### config.mk
export PLATFORM = sky130hd
export DESIGN_NAME = dpwsa_host
export DESIGN_NICKNAME = d
export VERILOG_FILES = /design/src/rtl/dpwsa_pkg.sv /design/src/rtl/dpwsa_host.sv /design/src/rtl/dpwsa_timer.sv
export VERILOG_INCLUDE_DIRS = /design/src /design/src/rtl
export SDC_FILE = /design/constraint.sdc
export NUM_CORES = 1
export LEC_CHECK = 0
export ABC_CLOCK_PERIOD_IN_PS = 4000
export BUFFER_PORTS_ARGS = -buffer_cell sky130_fd_sc_hd__buf_2
export CAP_MARGIN = 20
export CORE_MARGIN = 5
export CORE_UTILIZATION = 30
export DETAILED_ROUTE_END_ITERATION = 10
export PLACE_DENSITY_LB_ADDON = 0.05
export SLEW_MARGIN = 20
export SYNTH_ARGS = -nofsm -noshare
export SYNTH_HDL_FRONTEND = slang
export SYNTH_SLANG_ARGS = --single-unit
### constraint.sdc
create_clock -name mclk -period 4 [get_ports mclk]
set_clock_uncertainty 0.05 [all_clocks]
set_input_delay 0 -clock mclk [delete_from_list [all_inputs] [get_ports mclk]]
set_output_delay 0 -clock mclk [all_outputs]
set_load 0.02 [all_outputs]
### src/rtl/dpwsa_cfg.svh
// Overview of operation
// Device writes only while selects and write overlap.
// Address changes only with write or selects inactive.
// Late select after write low keeps outputs off.
// Write pulse covers turnoff plus set-up when enabled.
// Memory and flag selects stay valid throughout access.
// Flag read drives all sixteen lines alike.
// Free flag reads ones; request writes zero.
// Simultaneous flag requests grant exactly one port.
// Master holds only the later of matching ports.
// Hold asserts on match, releases on mismatch.
// External arbiter asserts hold before write start.
// Losing host keeps write for hold time after release.
// Data valid after hold release within derived delay.
// Written data reaches opposite port within delays.
// Device discards writes while driving hold low.
// Master never drives both holds low together.
// Mode select makes hold pins outputs or inputs.
// Owner reads flag zero; writing one releases it.
`ifndef DPWSA_CFG_SVH
`define DPWSA_CFG_SVH

// ----------------------------------------------------------------------------
// Widths, bit positions and timing
// ----------------------------------------------------------------------------
`define DPWSA_ADDR_W      12
`define DPWSA_DATA_W      16
`define DPWSA_FLAG_BIT    0
`define DPWSA_CLK_NS      40
`define DPWSA_WP_NS       50
`define DPWSA_WH_NS       25
`define DPWSA_RD_NS       70
`define DPWSA_BDD_NS      45
`define DPWSA_CYC(ns)     ((((ns) + `DPWSA_CLK_NS - 1) / `DPWSA_CLK_NS) < 1 ? 1 : \
                           (((ns) + `DPWSA_CLK_NS - 1) / `DPWSA_CLK_NS))
`define DPWSA_TMR_W       4

`endif

### src/rtl/dpwsa_pkg.sv
package dpwsa_pkg;

    typedef enum logic [1:0] {
        DPWSA_MEM_RD = 2'h0,
        DPWSA_MEM_WR = 2'h1,
        DPWSA_SEM_RD = 2'h2,
        DPWSA_SEM_WR = 2'h3
    } dpwsa_op_e;

    typedef enum logic [1:0] {
        DPWSA_IDLE    = 2'h0,
        DPWSA_SETUP   = 2'h1,
        DPWSA_STROBE  = 2'h2,
        DPWSA_READ    = 2'h3
    } dpwsa_state_e;

endpackage

### src/rtl/dpwsa_host.sv
`include "dpwsa_cfg.svh"

module dpwsa_host #(
    parameter int AW      = `DPWSA_ADDR_W,
    parameter int DW      = `DPWSA_DATA_W,
    parameter int WP_CYC  = `DPWSA_CYC(`DPWSA_WP_NS),
    parameter int WH_CYC  = `DPWSA_CYC(`DPWSA_WH_NS),
    parameter int RD_CYC  = `DPWSA_CYC(`DPWSA_RD_NS),
    parameter int BDD_CYC = `DPWSA_CYC(`DPWSA_BDD_NS)
) (
    input  wire logic                 mclk,
    input  wire logic                 arst_n,
    // User request side.
    input  wire logic                 req_valid,
    output logic                      req_ready,
    input  wire dpwsa_pkg::dpwsa_op_e req_op,
    input  wire logic [AW-1:0]        req_addr,
    input  wire logic [DW-1:0]        req_wdata,
    input  wire logic [1:0]           req_bytes,
    output logic                      rsp_valid,
    output logic [DW-1:0]             rsp_rdata,
    output logic                      rsp_granted,
    // Memory port pins.
    output logic [AW-1:0]             mem_addr,
    output logic                      chip_select_n,
    output logic                      read_write_n,
    output logic                      output_enable_n,
    output logic                      upper_byte_select_n,
    output logic                      lower_byte_select_n,
    output logic                      flag_space_select_n,
    output logic [DW-1:0]             dq_o,
    output logic                      dq_oe,
    input  wire logic [DW-1:0]        dq_i,
    input  wire logic                 busy_n
);

    localparam int TW = `DPWSA_TMR_W;

    // ------------------------------------------------------------------------
    // Cycle state and pin registers
    // ------------------------------------------------------------------------
    dpwsa_pkg::dpwsa_state_e state_r, state_nxt;
    dpwsa_pkg::dpwsa_op_e    op_r, op_nxt;
    logic [AW-1:0]           addr_r, addr_nxt;
    logic [DW-1:0]           wdata_r, wdata_nxt;
    logic [1:0]              bytes_r, bytes_nxt;
    logic                    rsp_valid_r, rsp_valid_nxt;
    logic [DW-1:0]           rdata_r, rdata_nxt;
    logic                    granted_r, granted_nxt;
    logic                    ce_n_r, ce_n_nxt;
    logic                    rw_n_r, rw_n_nxt;
    logic                    oe_n_r, oe_n_nxt;
    logic                    ub_n_r, ub_n_nxt;
    logic                    lb_n_r, lb_n_nxt;
    logic                    sem_n_r, sem_n_nxt;
    logic                    dq_oe_r, dq_oe_nxt;
    logic                    tmr_load;
    logic [TW-1:0]           tmr_val;
    logic                    tmr_done;
    logic                    is_sem;
    logic                    is_wr;
    logic                    active;

    dpwsa_timer #(
        .W        (TW)
    ) u_timer (
        .mclk     (mclk),
        .arst_n   (arst_n),
        .load     (tmr_load),
        .load_val (tmr_val),
        .done     (tmr_done)
    );

    assign is_sem = (op_nxt == dpwsa_pkg::DPWSA_SEM_RD) || (op_nxt == dpwsa_pkg::DPWSA_SEM_WR);
    assign is_wr  = (op_r == dpwsa_pkg::DPWSA_MEM_WR) || (op_r == dpwsa_pkg::DPWSA_SEM_WR);

    // ------------------------------------------------------------------------
    // Sequencer
    // ------------------------------------------------------------------------
    // The address is only latched in idle, where every strobe is inactive,
    // so it never moves under an enabled cycle.
    always_comb begin
        state_nxt     = state_r;
        op_nxt        = op_r;
        addr_nxt      = addr_r;
        wdata_nxt     = wdata_r;
        bytes_nxt     = bytes_r;
        rsp_valid_nxt = 1'b0;
        rdata_nxt     = rdata_r;
        granted_nxt   = granted_r;
        tmr_load      = 1'b0;
        tmr_val       = '0;
        unique case (state_r)
            dpwsa_pkg::DPWSA_IDLE: begin
                if (req_valid) begin
                    op_nxt    = req_op;
                    addr_nxt  = req_addr;
                    wdata_nxt = req_wdata;
                    bytes_nxt = req_bytes;
                    state_nxt = dpwsa_pkg::DPWSA_SETUP;
                end
            end
            dpwsa_pkg::DPWSA_SETUP: begin
                tmr_load = 1'b1;
                if (is_wr) begin
                    tmr_val   = TW'(WP_CYC - 1);
                    state_nxt = dpwsa_pkg::DPWSA_STROBE;
                end else begin
                    tmr_val   = TW'(RD_CYC - 1);
                    state_nxt = dpwsa_pkg::DPWSA_READ;
                end
            end
            dpwsa_pkg::DPWSA_STROBE: begin
                // A held-off write was discarded, so the strobe is kept until
                // the hold lifts and then for the write hold time after it.
                if (!busy_n) begin
                    tmr_load = 1'b1;
                    tmr_val  = TW'(WH_CYC - 1);
                end else if (tmr_done) begin
                    rsp_valid_nxt = 1'b1;
                    state_nxt     = dpwsa_pkg::DPWSA_IDLE;
                end
            end
            dpwsa_pkg::DPWSA_READ: begin
                if (!busy_n) begin
                    tmr_load = 1'b1;
                    tmr_val  = TW'(BDD_CYC - 1);
                end else if (tmr_done) begin
                    rdata_nxt     = dq_i;
                    // A flag reads zero only on the port that owns it.
                    granted_nxt   = (op_r == dpwsa_pkg::DPWSA_SEM_RD) && !dq_i[`DPWSA_FLAG_BIT];
                    rsp_valid_nxt = 1'b1;
                    state_nxt     = dpwsa_pkg::DPWSA_IDLE;
                end
            end
        endcase
    end

    // ------------------------------------------------------------------------
    // Pin decode, taken from the next state so pins leave flip-flops
    // ------------------------------------------------------------------------
    always_comb begin
        active    = (state_nxt == dpwsa_pkg::DPWSA_STROBE) || (state_nxt == dpwsa_pkg::DPWSA_READ);
        ce_n_nxt  = !(active && !is_sem);
        sem_n_nxt = !(active && is_sem);
        ub_n_nxt  = !(active && !is_sem && bytes_nxt[1]);
        lb_n_nxt  = !(active && !is_sem && bytes_nxt[0]);
        rw_n_nxt  = (state_nxt != dpwsa_pkg::DPWSA_STROBE);
        // Output enable stays high in writes, so the plain pulse width holds.
        oe_n_nxt  = (state_nxt != dpwsa_pkg::DPWSA_READ);
        dq_oe_nxt = (state_nxt == dpwsa_pkg::DPWSA_STROBE);
    end

    always_ff @(posedge mclk or negedge arst_n) begin
        if (!arst_n) begin
            state_r     <= dpwsa_pkg::DPWSA_IDLE;
            op_r        <= dpwsa_pkg::DPWSA_MEM_RD;
            addr_r      <= '0;
            wdata_r     <= '0;
            bytes_r     <= 2'h0;
            rsp_valid_r <= 1'b0;
            rdata_r     <= '0;
            granted_r   <= 1'b0;
            ce_n_r      <= 1'b1;
            rw_n_r      <= 1'b1;
            oe_n_r      <= 1'b1;
            ub_n_r      <= 1'b1;
            lb_n_r      <= 1'b1;
            sem_n_r     <= 1'b1;
            dq_oe_r     <= 1'b0;
        end else begin
            state_r     <= state_nxt;
            op_r        <= op_nxt;
            addr_r      <= addr_nxt;
            wdata_r     <= wdata_nxt;
            bytes_r     <= bytes_nxt;
            rsp_valid_r <= rsp_valid_nxt;
            rdata_r     <= rdata_nxt;
            granted_r   <= granted_nxt;
            ce_n_r      <= ce_n_nxt;
            rw_n_r      <= rw_n_nxt;
            oe_n_r      <= oe_n_nxt;
            ub_n_r      <= ub_n_nxt;
            lb_n_r      <= lb_n_nxt;
            sem_n_r     <= sem_n_nxt;
            dq_oe_r     <= dq_oe_nxt;
        end
    end

    assign req_ready           = (state_r == dpwsa_pkg::DPWSA_IDLE);
    assign rsp_valid           = rsp_valid_r;
    assign rsp_rdata           = rdata_r;
    assign rsp_granted         = granted_r;
    assign mem_addr            = addr_r;
    assign chip_select_n       = ce_n_r;
    assign read_write_n        = rw_n_r;
    assign output_enable_n     = oe_n_r;
    assign upper_byte_select_n = ub_n_r;
    assign lower_byte_select_n = lb_n_r;
    assign flag_space_select_n = sem_n_r;
    assign dq_o                = wdata_r;
    assign dq_oe               = dq_oe_r;

    // ------------------------------------------------------------------------
    // Assertions
    // ------------------------------------------------------------------------
    property p_addr_quiet;
        @(posedge mclk) disable iff (!arst_n)
        $changed(mem_addr) |-> read_write_n && $past(read_write_n) && chip_select_n && flag_space_select_n;
    endproperty
    a_addr_quiet: assert property (p_addr_quiet) else $error("address moved under an active cycle");

    property p_no_drive_on_read;
        @(posedge mclk) disable iff (!arst_n)
        dq_oe |-> output_enable_n && !read_write_n;
    endproperty
    a_no_drive_on_read: assert property (p_no_drive_on_read) else $error("data driven outside a write");

    property p_write_width;
        @(posedge mclk) disable iff (!arst_n)
        $fell(read_write_n) |-> !read_write_n[*2];
    endproperty
    a_write_width: assert property (p_write_width) else $error("write pulse too short");

    property p_flag_select;
        @(posedge mclk) disable iff (!arst_n)
        !flag_space_select_n |-> chip_select_n && upper_byte_select_n && lower_byte_select_n;
    endproperty
    a_flag_select: assert property (p_flag_select) else $error("flag access with memory selected");

    property p_mem_select;
        @(posedge mclk) disable iff (!arst_n)
        !chip_select_n |-> flag_space_select_n && !(upper_byte_select_n && lower_byte_select_n);
    endproperty
    a_mem_select: assert property (p_mem_select) else $error("memory access without byte lane");

    property p_write_overlap;
        @(posedge mclk) disable iff (!arst_n)
        !read_write_n |-> (!chip_select_n || !flag_space_select_n) && dq_oe;
    endproperty
    a_write_overlap: assert property (p_write_overlap) else $error("write strobe without select");

    property p_hold_after_release;
        @(posedge mclk) disable iff (!arst_n)
        $rose(busy_n) && $past(!read_write_n) |-> !read_write_n;
    endproperty
    a_hold_after_release: assert property (p_hold_after_release) else $error("write dropped at release");

    property p_read_settle;
        @(posedge mclk) disable iff (!arst_n)
        $rose(busy_n) && !output_enable_n |-> !rsp_valid ##1 !rsp_valid;
    endproperty
    a_read_settle: assert property (p_read_settle) else $error("read taken before data settled");

    property p_grant;
        @(posedge mclk) disable iff (!arst_n)
        rsp_valid && op_r == dpwsa_pkg::DPWSA_SEM_RD |-> rsp_granted == !rsp_rdata[`DPWSA_FLAG_BIT];
    endproperty
    a_grant: assert property (p_grant) else $error("grant does not match flag value");

    property p_blocked_write;
        @(posedge mclk) disable iff (!arst_n)
        !busy_n && !read_write_n |=> !read_write_n;
    endproperty
    a_blocked_write: assert property (p_blocked_write) else $error("held write ended early");

    c_mem_wr: cover property (@(posedge mclk) disable iff (!arst_n) rsp_valid && op_r == dpwsa_pkg::DPWSA_MEM_WR);
    c_mem_rd: cover property (@(posedge mclk) disable iff (!arst_n) rsp_valid && op_r == dpwsa_pkg::DPWSA_MEM_RD);
    c_sem_grant: cover property (@(posedge mclk) disable iff (!arst_n) rsp_valid && rsp_granted);
    c_busy_wr: cover property (@(posedge mclk) disable iff (!arst_n) !busy_n && !read_write_n ##1 busy_n);

endmodule

### src/rtl/dpwsa_timer.sv
`include "dpwsa_cfg.svh"

module dpwsa_timer #(
    parameter int W = `DPWSA_TMR_W
) (
    input  wire logic         mclk,
    input  wire logic         arst_n,
    input  wire logic         load,
    input  wire logic [W-1:0] load_val,
    output logic              done
);

    logic [W-1:0] cnt_r;
    logic [W-1:0] cnt_nxt;

    always_comb begin
        if (load) begin
            cnt_nxt = load_val;
        end else if (cnt_r != '0) begin
            cnt_nxt = cnt_r - W'(1);
        end else begin
            cnt_nxt = cnt_r;
        end
    end

    always_ff @(posedge mclk or negedge arst_n) begin
        if (!arst_n) begin
            cnt_r <= '0;
        end else begin
            cnt_r <= cnt_nxt;
        end
    end

    assign done = (cnt_r == '0);

endmodule

# ---- Word level (Yosys, flattened, before mapping)
# Index checks and enable logic that the tools add are counted.
dict set report classes {
  reduce_logical 21
  n_eq_ne 12
  add_sub_neg 1
  mux 18
}
# operator n
set op_table {}
lappend op_table {{2-bit equality test, second input constant} 8}
lappend op_table {{2-bit 2-to-1 mux} 7}
lappend op_table {{4-bit 2-to-1 mux} 2}
lappend op_table {{1-bit zero test} 6}
lappend op_table {{1-bit 2-to-1 mux} 6}
lappend op_table {{2-bit one-hot mux with 3 select lines} 1}
lappend op_table {{1-bit logical AND} 5}
lappend op_table {{2-bit by 1-bit equality test with 1-bit output, second input constant} 2}
lappend op_table {{4-bit zero test} 1}
lappend op_table {{2-bit inequality test, second input constant} 2}
lappend op_table {{1-bit one-hot mux with 2 select lines} 2}
lappend op_table {{4-bit nonzero test} 1}
lappend op_table {{4-bit by 1-bit subtractor with 4-bit output, second input constant} 1}
lappend op_table {{1-bit logical OR} 3}
lappend op_table {{3-bit AND reduction} 1}
lappend op_table {{2-bit zero test} 1}
lappend op_table {{2-bit AND reduction} 1}
lappend op_table {{2-bit nonzero test} 1}
lappend op_table {{2-bit OR reduction} 1}
dict set report word_totals {
  inputBits 52
  regBits 63
}

# ---- Longest topological paths before layout
# Gate-level depths: netlist (run 1).
dict set report depth {
  depth_word 9
  depth_mapped 6
  ltp_nobuf 5
}

# ---- Modules after synthesis
# Synthesis (run 1) repeated with hierarchy kept, for this count alone.
dict set report unflattened {
  hier_cells 156
  hier_area_um2 2476.1
}
# mod n_inst area_each_um2 cells_each
set modules_own_cells {}
lappend modules_own_cells {dpwsa_host 1 2242.2 134}
lappend modules_own_cells {dpwsa_timer 1 234.0 22}

# ---- Worst setup path before layout (run 1)
# OpenSTA, ideal clock, no wires.
dict set report synth_path {
  kind {register -> register}
  start {register u_timer.cnt_r[0]}
  end {register granted_r (netlist: rsp_granted)}
  path_slack_ns 2.196
  setup_time_ns 0.125
  arrival_ns 1.629
  path_stages_with_launch 7
  n_path_buf 1
  period_less_slack_ns 1.804
  path_cell_list {dfrtp_1 inv_1 ha_1 nor3b_4 nand3_4 buf_6 mux2_4}
}
dict set report synth_via {
  elab_chain_cells 2
}
# item line_no
set synth_rtl {}
lappend synth_rtl {{from (decl)} dpwsa_timer.sv:13} ;# logic [W-1:0] cnt_r;
lappend synth_rtl {{from (signal assigned)} dpwsa_timer.sv:30} ;# cnt_r <= cnt_nxt;
lappend synth_rtl {{4-bit zero test} dpwsa_timer.sv:34} ;# assign done = (cnt_r == '0);
lappend synth_rtl {{3-bit AND reduction (no source line)} -}
lappend synth_rtl {{to (signal assigned)} dpwsa_host.sv:179} ;# granted_r <= granted_nxt;
lappend synth_rtl {{to (decl)} dpwsa_host.sv:49} ;# logic granted_r, granted_nxt;
# Every way passes these cells.
# A chain may end at the register's enable or synchronous reset.

# ---- Final worst setup path (run 1)
dict set report layout_path {
  start {register state_r[0]}
  end {register wdata_r[7] (netlist: dq_o[7])}
}
dict set report layout_via {
  elab_chain_cells 2
}
# item line_no
set layout_rtl {}
lappend layout_rtl {{from (decl)} dpwsa_host.sv:42} ;# dpwsa_pkg::dpwsa_state_e state_r, state_nxt;
lappend layout_rtl {{from (signal assigned)} dpwsa_host.sv:156} ;# state_r <= dpwsa_pkg::DPWSA_IDLE;
lappend layout_rtl {{from (signal assigned)} dpwsa_host.sv:172} ;# state_r <= state_nxt;
lappend layout_rtl {{2-bit zero test} dpwsa_host.sv:93} ;# unique case (state_r)
lappend layout_rtl {{2-bit AND reduction (no source line)} -}
lappend layout_rtl {{to (signal assigned)} dpwsa_host.sv:175} ;# wdata_r <= wdata_nxt;
lappend layout_rtl {{to (decl)} dpwsa_host.sv:45} ;# logic [DW-1:0] wdata_r, wdata_nxt;
# Every way passes these cells.

==> Implementation_results.wiki, run 1 <==
{| class="wikitable"
! Metric !! Value
|-
| CP Buf/Inv Count || 1
|-
| Synth Register Bits || 63
|-
| Clock tree from TritonCTS || yes
|-
| Total non-filler cell area in the finished layout || 3820 um2
|-
| Shortest clock period the worst path allows after layout || 2.19 ns
|-
| Transition time at the pin with the least slew margin || 0.523 ns
|-
| Ordered cell list for the critical path || nor2_2 > and2_1 > buf_4 > mux2_2
|-
| Max-cap viol count || 0
|-
| Resized Gates After CTS || 0
|-
| First-pass detailed-route iteration total || 4
|-
| Fraction of post-synthesis cell area in the top cell type by area || 0.574
|-
| Fraction of final layout cells sized beyond drive strength 1 || 0.563
|-
| Final Wtd Congestion || 0.700
|-
| H-tree levels || 3
|-
| GR Util All Layers || 0.119
|-
| Met1 demand-to-capacity share in global routing || 0.148
|-
| VDD IR-drop max || 0.329 mV
|-
| Count of fill cells added during filler insertion || 761
|-
| Global-route track usage on met2 || 0.189
|-
| Floorplan die height || 101 um
|-
| Highest fanout seen on the critical path || 23
|-
| Final number of setup-violating endpoints || 0
|-
| Most frequent cell after synthesis || dfrtp_1
|-
| Pin count of the biggest net entering global routing || 42
|-
| Total DRC errors in the routed layout || 0
|-
| Outcome || completed
|-
| CTS Root Cell || clkbuf_8
|-
| Peak per-stage delay on the critical path || 0.51 ns
|-
| Post-layout worst setup margin || 1.81 ns
|-
| Clock power frac || 0.185
|-
| Wire length of the first global-routing pass || 9.52 mm
|-
| Final nets || 371
|-
| Synth warn || 0
|-
| Number of rows in the core area || 33
|-
| Largest delay contributor family on the critical path || simple AND/OR/NAND/NOR gates
|-
| Starting DRC count in detailed routing || 35
|-
| Class of the worst hold path || primary input to flip-flop
|-
| Unique masters post-synth || 31
|-
| Final total power || 0.00295 W
|-
| Setup repair bufs after CTS || 0
|-
| Routed vias || 1784
|-
| TritonCTS buffer count || 9
|-
| Routed wire length per instance || 13.8 um
|-
| Global Route met3 Usage || 0.0401
|-
| RSZ-0062 raised after global routing || false
|-
| Element type at the critical path end || flip-flop
|-
| Starting density of the core || 0.305
|-
| Number of buffers inserted by port buffering || 105
|-
| Top cell types by occurrence after synthesis || dfrtp_1, mux2_2, mux2_4, dfstp_2
|-
| Final Non-Filler Cells || 428
|-
| Slowest stage cell on the critical path || and2_1
|-
| Total number of clock tree sinks || 63
|-
| Total cell area at the placement stage || 3100 um2
|-
| Most used flip-flop cell after synthesis || dfrtp_1
|-
| Worst skew pair latency || 0.33 ns
|-
| Post-DP HPWL || 3.91 mm
|-
| Internal || 0.00184 W
|-
| Cell type contributing the most total cell area after synthesis || dfrtp_1
|-
| Area added between synthesis and finish || 53.6%
|-
| Gr busiest metal || met2
|-
| Max-slew violations || 0
|-
| Overflow after GRT || 0
|-
| Placeable Area || 8130 um2
|-
| Number of buffers on the longest clock path || 2
|-
| Placed cell count || 362
|-
| Post-Synthesis Net Count || 209
|-
| Comb power frac || 0.433
|-
| Post-route antenna net violation count || 0
|-
| Kind of critical path || flip-flop to flip-flop
|-
| Fraction of synthesis flops using an asynchronous set or reset pin || 1.00
|-
| Largest cells by area after synthesis || dfrtp_1, mux2_2, dfstp_2
|-
| WP data arrival || 2.35 ns
|-
| Worst-case headroom to the max-slew limit || 0.651
|-
| R2r setup slk || 1.81 ns
|-
| Overall routed net length || 5.92 mm
|-
| Part of the Yosys area used for sequential elements || 0.637
|-
| Count of cell instances traversed by the critical path || 4
|-
| Startpoint type of the worst setup path || flip-flop
|-
| Hold Path Cell Cnt || 4
|-
| Via count of the first global-routing pass || 1943
|-
| Count of flip-flops with a built-in enable after synthesis || 0
|-
| Period utilisation layout || 0.548
|-
| Mapped cell area || 2480 um2
|-
| Pwr per Cell Area || 773 nW/um2
|-
| Vias per inst || 4.17
|-
| Sw frac || 0.378
|-
| Synth Instances || 156
|-
| Final number of hold-violating endpoints || 0
|-
| Depth of the worst register-to-register path || 4
|-
| Switching power || 0.00111 W
|-
| Leak Pwr || 1.83 nW
|-
| Number of diodes added for antenna fixing || 0
|-
| Horizontal die dimension || 101 um
|-
| Antenna violations before repair || 0
|-
| Worst Setup Slack post-DPL || 1.74 ns
|-
| CP Data Required Time || 4.16 ns
|-
| Highest Clock Rate || 456 MHz
|-
| CTS clock-pin slew for the worst setup and hold paths || 0.07 ns
|-
| Avg Cell Area, Syn || 15.9 um2
|-
| I/O pin count || 106
|-
| Sequential fraction of design power || 0.382
|-
| Area of the die || 10200 um2
|-
| Setup_tns || 0 ns
|}
## layer usage
| metal | share of wire | up-vias |
|---|---|---|
| met3 | 0.096 | 8 |
| met4 | 0.011 | 0 |
| met5 | 0 | - |
| li1 | - | 868 |
| met2 | 0.47 | 71 |
| met1 | 0.43 | 837 |
## power by group through the flow
stage                     clock network, W  logic (W)  registers, W
after floorplan                          0   0.000518       0.00147
after global placement                   0    0.00125       0.00114
after detailed placement                 0    0.00126       0.00113
after CTS                         0.000572    0.00130       0.00113
after global routing              0.000599    0.00138       0.00117
final                             0.000546    0.00128       0.00113
## kinds of logic (layout without fill, tap and decap cells)
logic type / after synthesis / after routing / synth area share
compound gates: 6 / 6 / 0.0171
simple gates: 24 / 24 / 0.0640
mux: 50 / 50 / 0.241
fa+ha+maj: 1 / 1 / 0.00503
buf+inv: 10 / 177 / 0.0282
xor+xnor: 2 / 2 / 0.00705
flops: 63 / 63 / 0.637
## cells in the final DEF (no fill, tap or decap)
cell | synthesis | layout
dfstp_2 | 6 | 6
nand3_1 | 2 | 2
dlygate4sd3_1 | 0 | 49
nand2_1 | 3 | 3
a211o_1 | 1 | 1
clkbuf_8 | 0 | 9
dfrtp_1 | 57 | 57
buf_2 | 1 | 105
mux2i_1 | 1 | 1
mux2_2 | 37 | 37
buf_16 | 0 | 1
nand3_4 | 1 | 1
ha_1 | 1 | 1
nand2b_1 | 3 | 3
clkinvlp_4 | 0 | 4
nor3_1 | 2 | 2
or3b_2 | 1 | 1
clkinv_2 | 0 | 1
nor3b_1 | 1 | 1
or2_2 | 1 | 1
a32oi_1 | 1 | 1
and2_1 | 2 | 2
and2_0 | 1 | 1
clkinv_4 | 0 | 1
a211oi_1 | 2 | 2
inv_1 | 4 | 4
xnor2_1 | 2 | 2
nor3b_4 | 1 | 1
nand3b_1 | 1 | 1
buf_4 | 0 | 2
nor2_2 | 1 | 1
mux2_4 | 10 | 10
nor2b_1 | 1 | 1
nor2_1 | 3 | 3
mux2_1 | 2 | 2
bufinv_16 | 0 | 1
a21oi_1 | 2 | 2
## state kept, by name (all words and copies together) (netlist names)
name                 flops
bytes_r                  2
chip_select_n            1
dq_o                    16
dq_oe                    1
flag_space_select_n      1
lower_byte_select_n      1
mem_addr                12
op_r                     2
output_enable_n          1
read_write_n             1
rsp_granted              1
rsp_rdata               16
rsp_valid                1
state_r                  2
u_timer.cnt_r            4
upper_byte_select_n      1
## metrics by stage
| stage | util | hold WS, ns |
|---|---|---|
| finish | 0.469 | 0.0958 |
| global route | 0.469 | 0.106 |
| CTS | 0.466 | 0.0808 |
| detailed placement | 0.381 | 0.165 |
| global placement | 0.381 | 0.159 |
| floorplan | - | -0.346 |
## path summary, 6_finish.rpt
| path | start | end |
|---|---|---|
| max | state_r[0]$_DFF_PN0_ | dq_o[7]$_DFFE_PN0P_ |
| min | busy_n | u_timer.cnt_r[0]$_DFFE_PN0P_ |
| max reg2reg | state_r[0]$_DFF_PN0_ | dq_o[7]$_DFFE_PN0P_ |
| min reg2reg | bytes_r[1]$_DFF_PN0_ | upper_byte_select_n$_DFF_PN1_ |
| max in group asynchronous | arst_n | chip_select_n$_DFF_PN1_ |
| min in group asynchronous | arst_n | dq_o[8]$_DFFE_PN0P_ |
## cell type report
type | count | area [um2] | share of cell area
Clock buffer | 9 | 124 | 0.0324
Clock inverter | 7 | 73.8 | 0.0193
Inverter | 4 | 15.0 | 0.00393
Multi-Input combinational cell | 83 | 831 | 0.218
Sequential cell | 63 | 1580 | 0.415
Tap cell | 105 | 131 | 0.0344
Timing Repair Buffer | 157 | 1060 | 0.277
## worst min-delay path: stages
cell	delay, ns
buf_2	0.10
nand2b_1	0.15
nand3_1	0.08
a32oi_1	0.09
## what timing repair did
action / 4_1_cts / 5_1_grt
setup endpoints to repair: 0 / 0
hold endpoints to repair: 88 / 0
hold buffers: 49 / 0
Power figures use the tool's default switching activity.
==> inputs of run 2 (changes only) <==
- ABC_CLOCK_PERIOD_IN_PS: 4000 -> 2000
- clock period: 4 -> 2 ns (I/O delays scaled with it)
==> run 2 against run 1 <==
Against the previous run: first-iteration DRC count decreased by 37%; critical path type unchanged; setup slack lost 1.6 ns; largest cell class unchanged; critical endpoint is now rsp_rdata[7]$_DFFE_PN0P_; fmax increased by 20%.
==> Implementation_results.wiki, run 2 (synthesized netlist as in run 1, its figures left out) <==
{| class="wikitable"
! Metric !! Value
|-
| Number of rows in the core area || 33 (unchanged)
|-
| WP data arrival || 2.00 ns (was 2.35 ns)
|-
| Clock tree from TritonCTS || yes (unchanged)
|-
| Routed vias || 1797 (was 1784)
|-
| Outcome || completed (unchanged)
|-
| Total non-filler cell area in the finished layout || 3800 um2 (was 3820 um2)
|-
| Pwr per Cell Area || 1520 nW/um2 (was 773 nW/um2)
|-
| Floorplan die height || 101 um (unchanged)
|-
| CTS Root Cell || clkbuf_8 (unchanged)
|-
| TritonCTS buffer count || 9 (unchanged)
|-
| Count of fill cells added during filler insertion || 773 (was 761)
|-
| Leading cell type in the layout, fill and taps excluded || buf_2 (unchanged)
|-
| RSZ-0062 raised after global routing || false (unchanged)
|-
| Total number of clock tree sinks || 63 (unchanged)
|-
| Leak Pwr || 1.84 nW (was 1.83 nW)
|-
| Worst skew pair latency || 0.33 ns (about the same)
|-
| Final number of hold-violating endpoints || 0 (unchanged)
|-
| Max-cap viol count || 0 (unchanged)
|-
| Element type at the critical path end || flip-flop (unchanged)
|-
| Resized Gates After CTS || 0 (unchanged)
|-
| Number of buffers on the longest clock path || 2 (unchanged)
|-
| Slowest stage cell on the critical path || dfrtp_1 (was and2_1)
|-
| Ordered cell list for the critical path || inv_1 > ha_1 > nor3b_4 > nand3_4 > mux2_4 (was nor2_2 > and2_1 > buf_4 > mux2_2)
|-
| Max-slew violations || 0 (unchanged)
|-
| Via count of the first global-routing pass || 1913 (was 1943)
|-
| Total DRC errors in the routed layout || 0 (unchanged)
|-
| Kind of critical path || flip-flop to flip-flop (unchanged)
|-
| VDD IR-drop max || 0.676 mV (was 0.329 mV)
|-
| Total cell area at the placement stage || 3140 um2 (was 3100 um2)
|-
| Post-route antenna net violation count || 0 (unchanged)
|-
| Number of buffers inserted by port buffering || 105 (unchanged)
|-
| Placed cell count || 366 (was 362)
|-
| Final nets || 374 (was 371)
|-
| Fraction of final layout cells sized beyond drive strength 1 || 0.563 (about the same)
|-
| Multi-input gate area in the final layout || 831 um2 (unchanged)
|-
| Final hold slack || 0.0887 ns (was 0.0958 ns)
|-
| Routed wire length per instance || 13.7 um (was 13.8 um)
|-
| CP Buf/Inv Count || 1 (unchanged)
|-
| Worst-case headroom to the max-slew limit || 0.694 (was 0.651)
|-
| Highest Clock Rate || 547 MHz (was 456 MHz)
|-
| GR Util All Layers || 0.119 (about the same)
|-
| Area added between synthesis and finish || 52.9% (was 53.6%)
|-
| Class of the worst hold path || primary input to flip-flop (unchanged)
|-
| Pin count of the biggest net entering global routing || 64 (was 42)
|-
| Startpoint type of the worst setup path || flip-flop (unchanged)
|-
| Largest delay contributor family on the critical path || simple AND/OR/NAND/NOR gates (unchanged)
|-
| H-tree levels || 3 (unchanged)
|-
| Post-DP HPWL || 3.83 mm (was 3.91 mm)
|-
| Final total power || 0.00578 W (was 0.00295 W)
|-
| Transition time at the pin with the least slew margin || 0.456 ns (was 0.523 ns)
|-
| CTS clock-pin slew for the worst setup and hold paths || 0.07 ns (about the same)
|-
| Wire length of the first global-routing pass || 9.29 mm (was 9.52 mm)
|-
| Setup_tns || 0 ns (unchanged)
|-
| I/O pin count || 106 (unchanged)
|-
| Starting DRC count in detailed routing || 22 (was 35)
|-
| Antenna violations before repair || 0 (unchanged)
|-
| Seq. cell area || 1580 um2 (unchanged)
|-
| Period utilisation layout || 0.913 (was 0.548)
|-
| Starting density of the core || 0.305 (unchanged)
|-
| First-pass detailed-route iteration total || 4 (unchanged)
|-
| Commonest non-fill, non-tap cells in the layout || buf_2, dfrtp_1, dlygate4sd3_1, mux2_2 (was buf_2, dfrtp_1, dlygate4sd3_1, mux2_2, mux2_4)
|-
| Vias per inst || 4.18 (was 4.17)
|-
| Area of the die || 10200 um2 (unchanged)
|-
| Peak per-stage delay on the critical path || 0.40 ns (was 0.51 ns)
|-
| CP Data Required Time || 2.17 ns (was 4.16 ns)
|-
| Overall routed net length || 5.88 mm (was 5.92 mm)
|-
| Number of diodes added for antenna fixing || 0 (unchanged)
|-
| Final Wtd Congestion || 0.742 (was 0.700)
|-
| Shortest clock period the worst path allows after layout || 1.83 ns (was 2.19 ns)
|-
| Final Non-Filler Cells || 430 (was 428)
|-
| Overflow after GRT || 0 (unchanged)
|-
| Placeable Area || 8130 um2 (unchanged)
|-
| Final number of setup-violating endpoints || 0 (unchanged)
|-
| Highest fanout seen on the critical path || 17 (was 23)
|-
| Horizontal die dimension || 101 um (unchanged)
|}
-- run 2: cell count changes in the layout (fill, tap and decap cells not counted), sizes merged --
cell      previous run  this run
clkbuf               9        11
clkinvlp             4         1
buf                108       111
bufinv               1         0
clkinv               2         3
-- run 2: area by class of cell --
| cell class | count | share of cell area |
|---|---|---|
| Clock buffer | 11 | 0.0372 |
| Timing Repair Buffer | 160 | 0.283 |
| Sequential cell | 63 | 0.417 |
| Inverter | 4 | 0.00395 |
| Multi-Input combinational cell | 83 | 0.219 |
| Tap cell | 105 | 0.0346 |
| Clock inverter | 4 | 0.00593 |
-- run 2: power by group --
part	total (W)	switching (W)	leakage (nW)	internal, W
clock network	0.000937	0.000467	0.0850	0.000470
registers	0.00226	0.000325	0.752	0.00194
logic	0.00258	0.00139	1.01	0.00119
total	0.00578	0.00218	1.84	0.00360
-- run 2: final timing paths --
path,start,end,slack [ns],cells past startpoint
worst max-delay path,u_timer.cnt_r[0]$_DFFE_PN0P_,rsp_rdata[7]$_DFFE_PN0P_,0.17,5
worst min-delay path,busy_n,u_timer.cnt_r[0]$_DFFE_PN0P_,0.09,4
worst max register to register,u_timer.cnt_r[0]$_DFFE_PN0P_,rsp_rdata[7]$_DFFE_PN0P_,0.17,5
worst min register to register,bytes_r[0]$_DFF_PN0_,lower_byte_select_n$_DFF_PN1_,0.34,1
max in group asynchronous,arst_n,flag_space_select_n$_DFF_PN1_,1.42,3
min in group asynchronous,arst_n,rsp_rdata[14]$_DFFE_PN0P_,0.16,3
-- run 2: repair_timing --
| action | in CTS | in global routing |
|---|---|---|
| hold endpoints to repair | 111 | 0 |
| buffers inserted | 0 | 0 |
| hold buffers | 49 | 0 |
-- run 2: layer usage --
metal  global-route usage  up-vias  wire length [um]
met5                    0        -                 0
met4               0.0521        0               111
met3               0.0457        8               483
met2                0.192       72              2750
met1                0.142      852              2540
li1                     -      865                 -
-- run 2: tightest hold or removal path, cell delays in order --
cell and delay, ns:
buf_2 0.11, nand2b_1 0.15, nand3_1 0.08, a32oi_1 0.09
-- run 2: per-stage QoR --
stage | util | worst slack, ns
2_1_floorplan | - | 0.196
3_3_place_gp | 0.387 | 0.208
3_5_place_dp | 0.387 | 0.168
4_1_cts | 0.467 | 0.165
5_1_grt | 0.467 | 0.0718
6_report | 0.467 | 0.173
==> inputs of run 3 (changes only) <==
- CORE_ASPECT_RATIO: unset -> 0.6
==> run 3 against run 2 <==
Against the previous run: global-route usage increased by 1.0 points; setup slack better by 0.0024 ns; largest power group unchanged; critical path depth unchanged.
==> Implementation_results.wiki, run 3 (synthesized netlist as in run 1, its figures left out) <==
{| class="wikitable"
! Metric !! Value
|-
| Floorplan die height || 80.5 um (was 101 um)
|-
| Max-cap viol count || 0 (unchanged)
|-
| Max-slew violations || 0 (unchanged)
|-
| VDD IR-drop max || 0.637 mV (was 0.676 mV)
|-
| Ordered cell list for the critical path || inv_1 > ha_1 > nor3b_4 > nand3_4 > mux2_4 (unchanged)
|-
| R2r setup slk || 0.18 ns (was 0.17 ns)
|-
| Pwr per Cell Area || 1600 nW/um2 (was 1520 nW/um2)
|-
| Overall routed net length || 6.00 mm (was 5.88 mm)
|-
| Final number of hold-violating endpoints || 0 (unchanged)
|-
| Clock tree from TritonCTS || yes (unchanged)
|-
| Clock power frac || 0.220 (was 0.162)
|-
| Number of buffers inserted by port buffering || 105 (unchanged)
|-
| Post-route antenna net violation count || 0 (unchanged)
|-
| Final number of setup-violating endpoints || 0 (unchanged)
|-
| Resized Gates After CTS || 0 (unchanged)
|-
| GR Util All Layers || 0.130 (was 0.119)
|-
| Via count of the first global-routing pass || 1970 (was 1913)
|-
| Placeable Area || 7980 um2 (was 8130 um2)
|-
| Hold Path Cell Cnt || 3 (was 4)
|-
| Routed wire length per instance || 13.8 um (was 13.7 um)
|-
| Starting density of the core || 0.312 (was 0.305)
|-
| Period utilisation layout || 0.912 (was 0.913)
|-
| Pin count of the biggest net entering global routing || 38 (was 64)
|-
| Leading cell type in the layout, fill and taps excluded || buf_2 (unchanged)
|-
| Fraction of final layout cells sized beyond drive strength 1 || 0.551 (was 0.563)
|-
| Launch point of the worst reg-to-reg path || u_timer.cnt_r[0]$_DFFE_PN0P_ (unchanged)
|-
| Wire length of the first global-routing pass || 10.0 mm (was 9.29 mm)
|-
| Number of rows in the core area || 25 (was 33)
|-
| Worst skew pair latency || 0.32 ns (was 0.33 ns)
|-
| First-pass detailed-route iteration total || 4 (unchanged)
|-
| Final Non-Filler Cells || 433 (was 430)
|-
| Depth of the worst register-to-register path || 5 (unchanged)
|-
| Class of the worst hold path || primary input to flip-flop (unchanged)
|-
| Internal || 0.00401 W (was 0.00360 W)
|-
| CTS Root Cell || clkbuf_16 (was clkbuf_8)
|-
| Comb power frac || 0.416 (was 0.447)
|-
| Kind of critical path || flip-flop to flip-flop (unchanged)
|-
| I/O pin count || 106 (unchanged)
|-
| Slowest stage cell on the critical path || dfrtp_1 (unchanged)
|-
| FF-to-FF End || rsp_rdata[12]$_DFFE_PN0P_ (was rsp_rdata[7]$_DFFE_PN0P_)
|-
| Switching power || 0.00222 W (was 0.00218 W)
|-
| Final nets || 373 (was 374)
|-
| Routed vias || 1796 (was 1797)
|-
| Horizontal die dimension || 127 um (was 101 um)
|-
| WP data arrival || 1.98 ns (was 2.00 ns)
|-
| Hold Path Sink || op_r[0]$_DFF_PN0_ (was u_timer.cnt_r[0]$_DFFE_PN0P_)
|-
| RSZ-0062 raised after global routing || false (unchanged)
|-
| Number of diodes added for antenna fixing || 0 (unchanged)
|-
| Total cell area at the placement stage || 3150 um2 (was 3140 um2)
|-
| Worst-case headroom to the max-slew limit || 0.581 (was 0.694)
|-
| Starting DRC count in detailed routing || 125 (was 22)
|-
| Outcome || completed (unchanged)
|-
| Total number of clock tree sinks || 63 (unchanged)
|-
| Sequential fraction of design power || 0.365 (was 0.391)
|-
| Leak Pwr || 1.88 nW (was 1.84 nW)
|-
| Area of the die || 10300 um2 (was 10200 um2)
|-
| TritonCTS buffer count || 9 (unchanged)
|-
| Placed cell count || 368 (was 366)
|-
| Commonest non-fill, non-tap cells in the layout || buf_2, dfrtp_1, dlygate4sd3_1, mux2_2, mux2_4 (was buf_2, dfrtp_1, dlygate4sd3_1, mux2_2)
|-
| Element type at the critical path end || flip-flop (unchanged)
|-
| Highest fanout seen on the critical path || 17 (unchanged)
|-
| Total non-filler cell area in the finished layout || 3910 um2 (was 3800 um2)
|-
| Peak per-stage delay on the critical path || 0.39 ns (was 0.40 ns)
|-
| Transition time at the pin with the least slew margin || 0.629 ns (was 0.456 ns)
|-
| Sw frac || 0.357 (was 0.377)
|-
| H-tree levels || 3 (unchanged)
|-
| Number of buffers on the longest clock path || 2 (unchanged)
|-
| Final Wtd Congestion || 0.695 (was 0.742)
|-
| Count of fill cells added during filler insertion || 731 (was 773)
|-
| Highest Clock Rate || 548 MHz (was 547 MHz)
|-
| Vias per inst || 4.15 (was 4.18)
|-
| Shortest clock period the worst path allows after layout || 1.82 ns (was 1.83 ns)
|-
| Antenna violations before repair || 0 (unchanged)
|-
| CTS clock-pin slew for the worst setup and hold paths || 0.05 ns (was 0.07 ns)
|-
| Setup_tns || 0 ns (unchanged)
|-
| Overflow after GRT || 0 (unchanged)
|-
| Total DRC errors in the routed layout || 0 (unchanged)
|-
| Startpoint type of the worst setup path || flip-flop (unchanged)
|-
| Area added between synthesis and finish || 57.2% (was 52.9%)
|-
| CP Data Required Time || 2.15 ns (was 2.17 ns)
|-
| Source of the worst hold timing path || req_valid (was busy_n)
|-
| Post-DP HPWL || 4.08 mm (was 3.83 mm)
|}
[run 3: timing repair]
| action | 4_1_cts | 5_1_grt |
|---|---|---|
| buffers inserted | 0 | 0 |
| hold endpoints to repair | 74 | 0 |
| hold buffers | 49 | 0 |
[run 3: layout make-up]
cell class | instances | area [um2] | area share
Timing Repair Buffer | 159 | 1080 | 0.276
Tap cell | 108 | 135 | 0.0346
Multi-Input combinational cell | 83 | 831 | 0.213
Clock buffer | 15 | 258 | 0.0660
Inverter | 4 | 15.0 | 0.00384
Sequential cell | 63 | 1580 | 0.406
Clock inverter | 1 | 5.00 | 0.00128
[run 3: worst max-delay path, delay by kind of cell (launching register included)]
family                   cells  cell delay [ns]
flip-flops                   1             0.39
AND/OR/NAND/NOR              2             0.55
buffers and inverters        1             0.11
adder cells (fa/ha/maj)      1             0.20
multiplexers                 1             0.39
[run 3: through the flow]
stage | hold slack (ns) | total power [W] | setup slack [ns] | util
final | 0.0730 | 0.00624 | 0.176 | 0.490
after global placement | 0.0103 | 0.00484 | 0.197 | 0.395
after detailed placement | 0.00883 | 0.00484 | 0.173 | 0.395
after CTS | 0.0630 | 0.00635 | 0.150 | 0.490
after global routing | 0.0822 | 0.00666 | 0.0507 | 0.490
after floorplan | -0.346 | 0.00397 | 0.196 | -
[run 3: worst max path at each step]
stage	from	end	slack [ns]	depth (start not counted)
after floorplan	u_timer.cnt_r[0]$_DFFE_PN0P_	rsp_granted$_DFFE_PN0P_	0.20	6
after global placement	u_timer.cnt_r[0]$_DFFE_PN0P_	rsp_rdata[15]$_DFFE_PN0P_	0.20	5
after detailed placement	u_timer.cnt_r[0]$_DFFE_PN0P_	rsp_rdata[15]$_DFFE_PN0P_	0.17	5
after CTS	u_timer.cnt_r[0]$_DFFE_PN0P_	rsp_rdata[12]$_DFFE_PN0P_	0.15	5
after global routing	u_timer.cnt_r[0]$_DFFE_PN0P_	rsp_rdata[11]$_DFFE_PN0P_	0.05	5
final	u_timer.cnt_r[0]$_DFFE_PN0P_	rsp_rdata[12]$_DFFE_PN0P_	0.18	5
[run 3: per-layer routing]
layer  global-route usage  routed length, um
met1                0.170               2860
met2                0.184               2620
met3               0.0538                397
met4               0.0610                123
met5                    0                  0
[run 3: power groups by stage]
stage | Clock, W | Sequential, W | Combinational, W
floorplan | 0 | 0.00294 | 0.00104
global placement | 0 | 0.00229 | 0.00256
detailed placement | 0 | 0.00228 | 0.00256
CTS | 0.00143 | 0.00228 | 0.00264
global route | 0.00149 | 0.00237 | 0.00280
finish | 0.00137 | 0.00227 | 0.00259
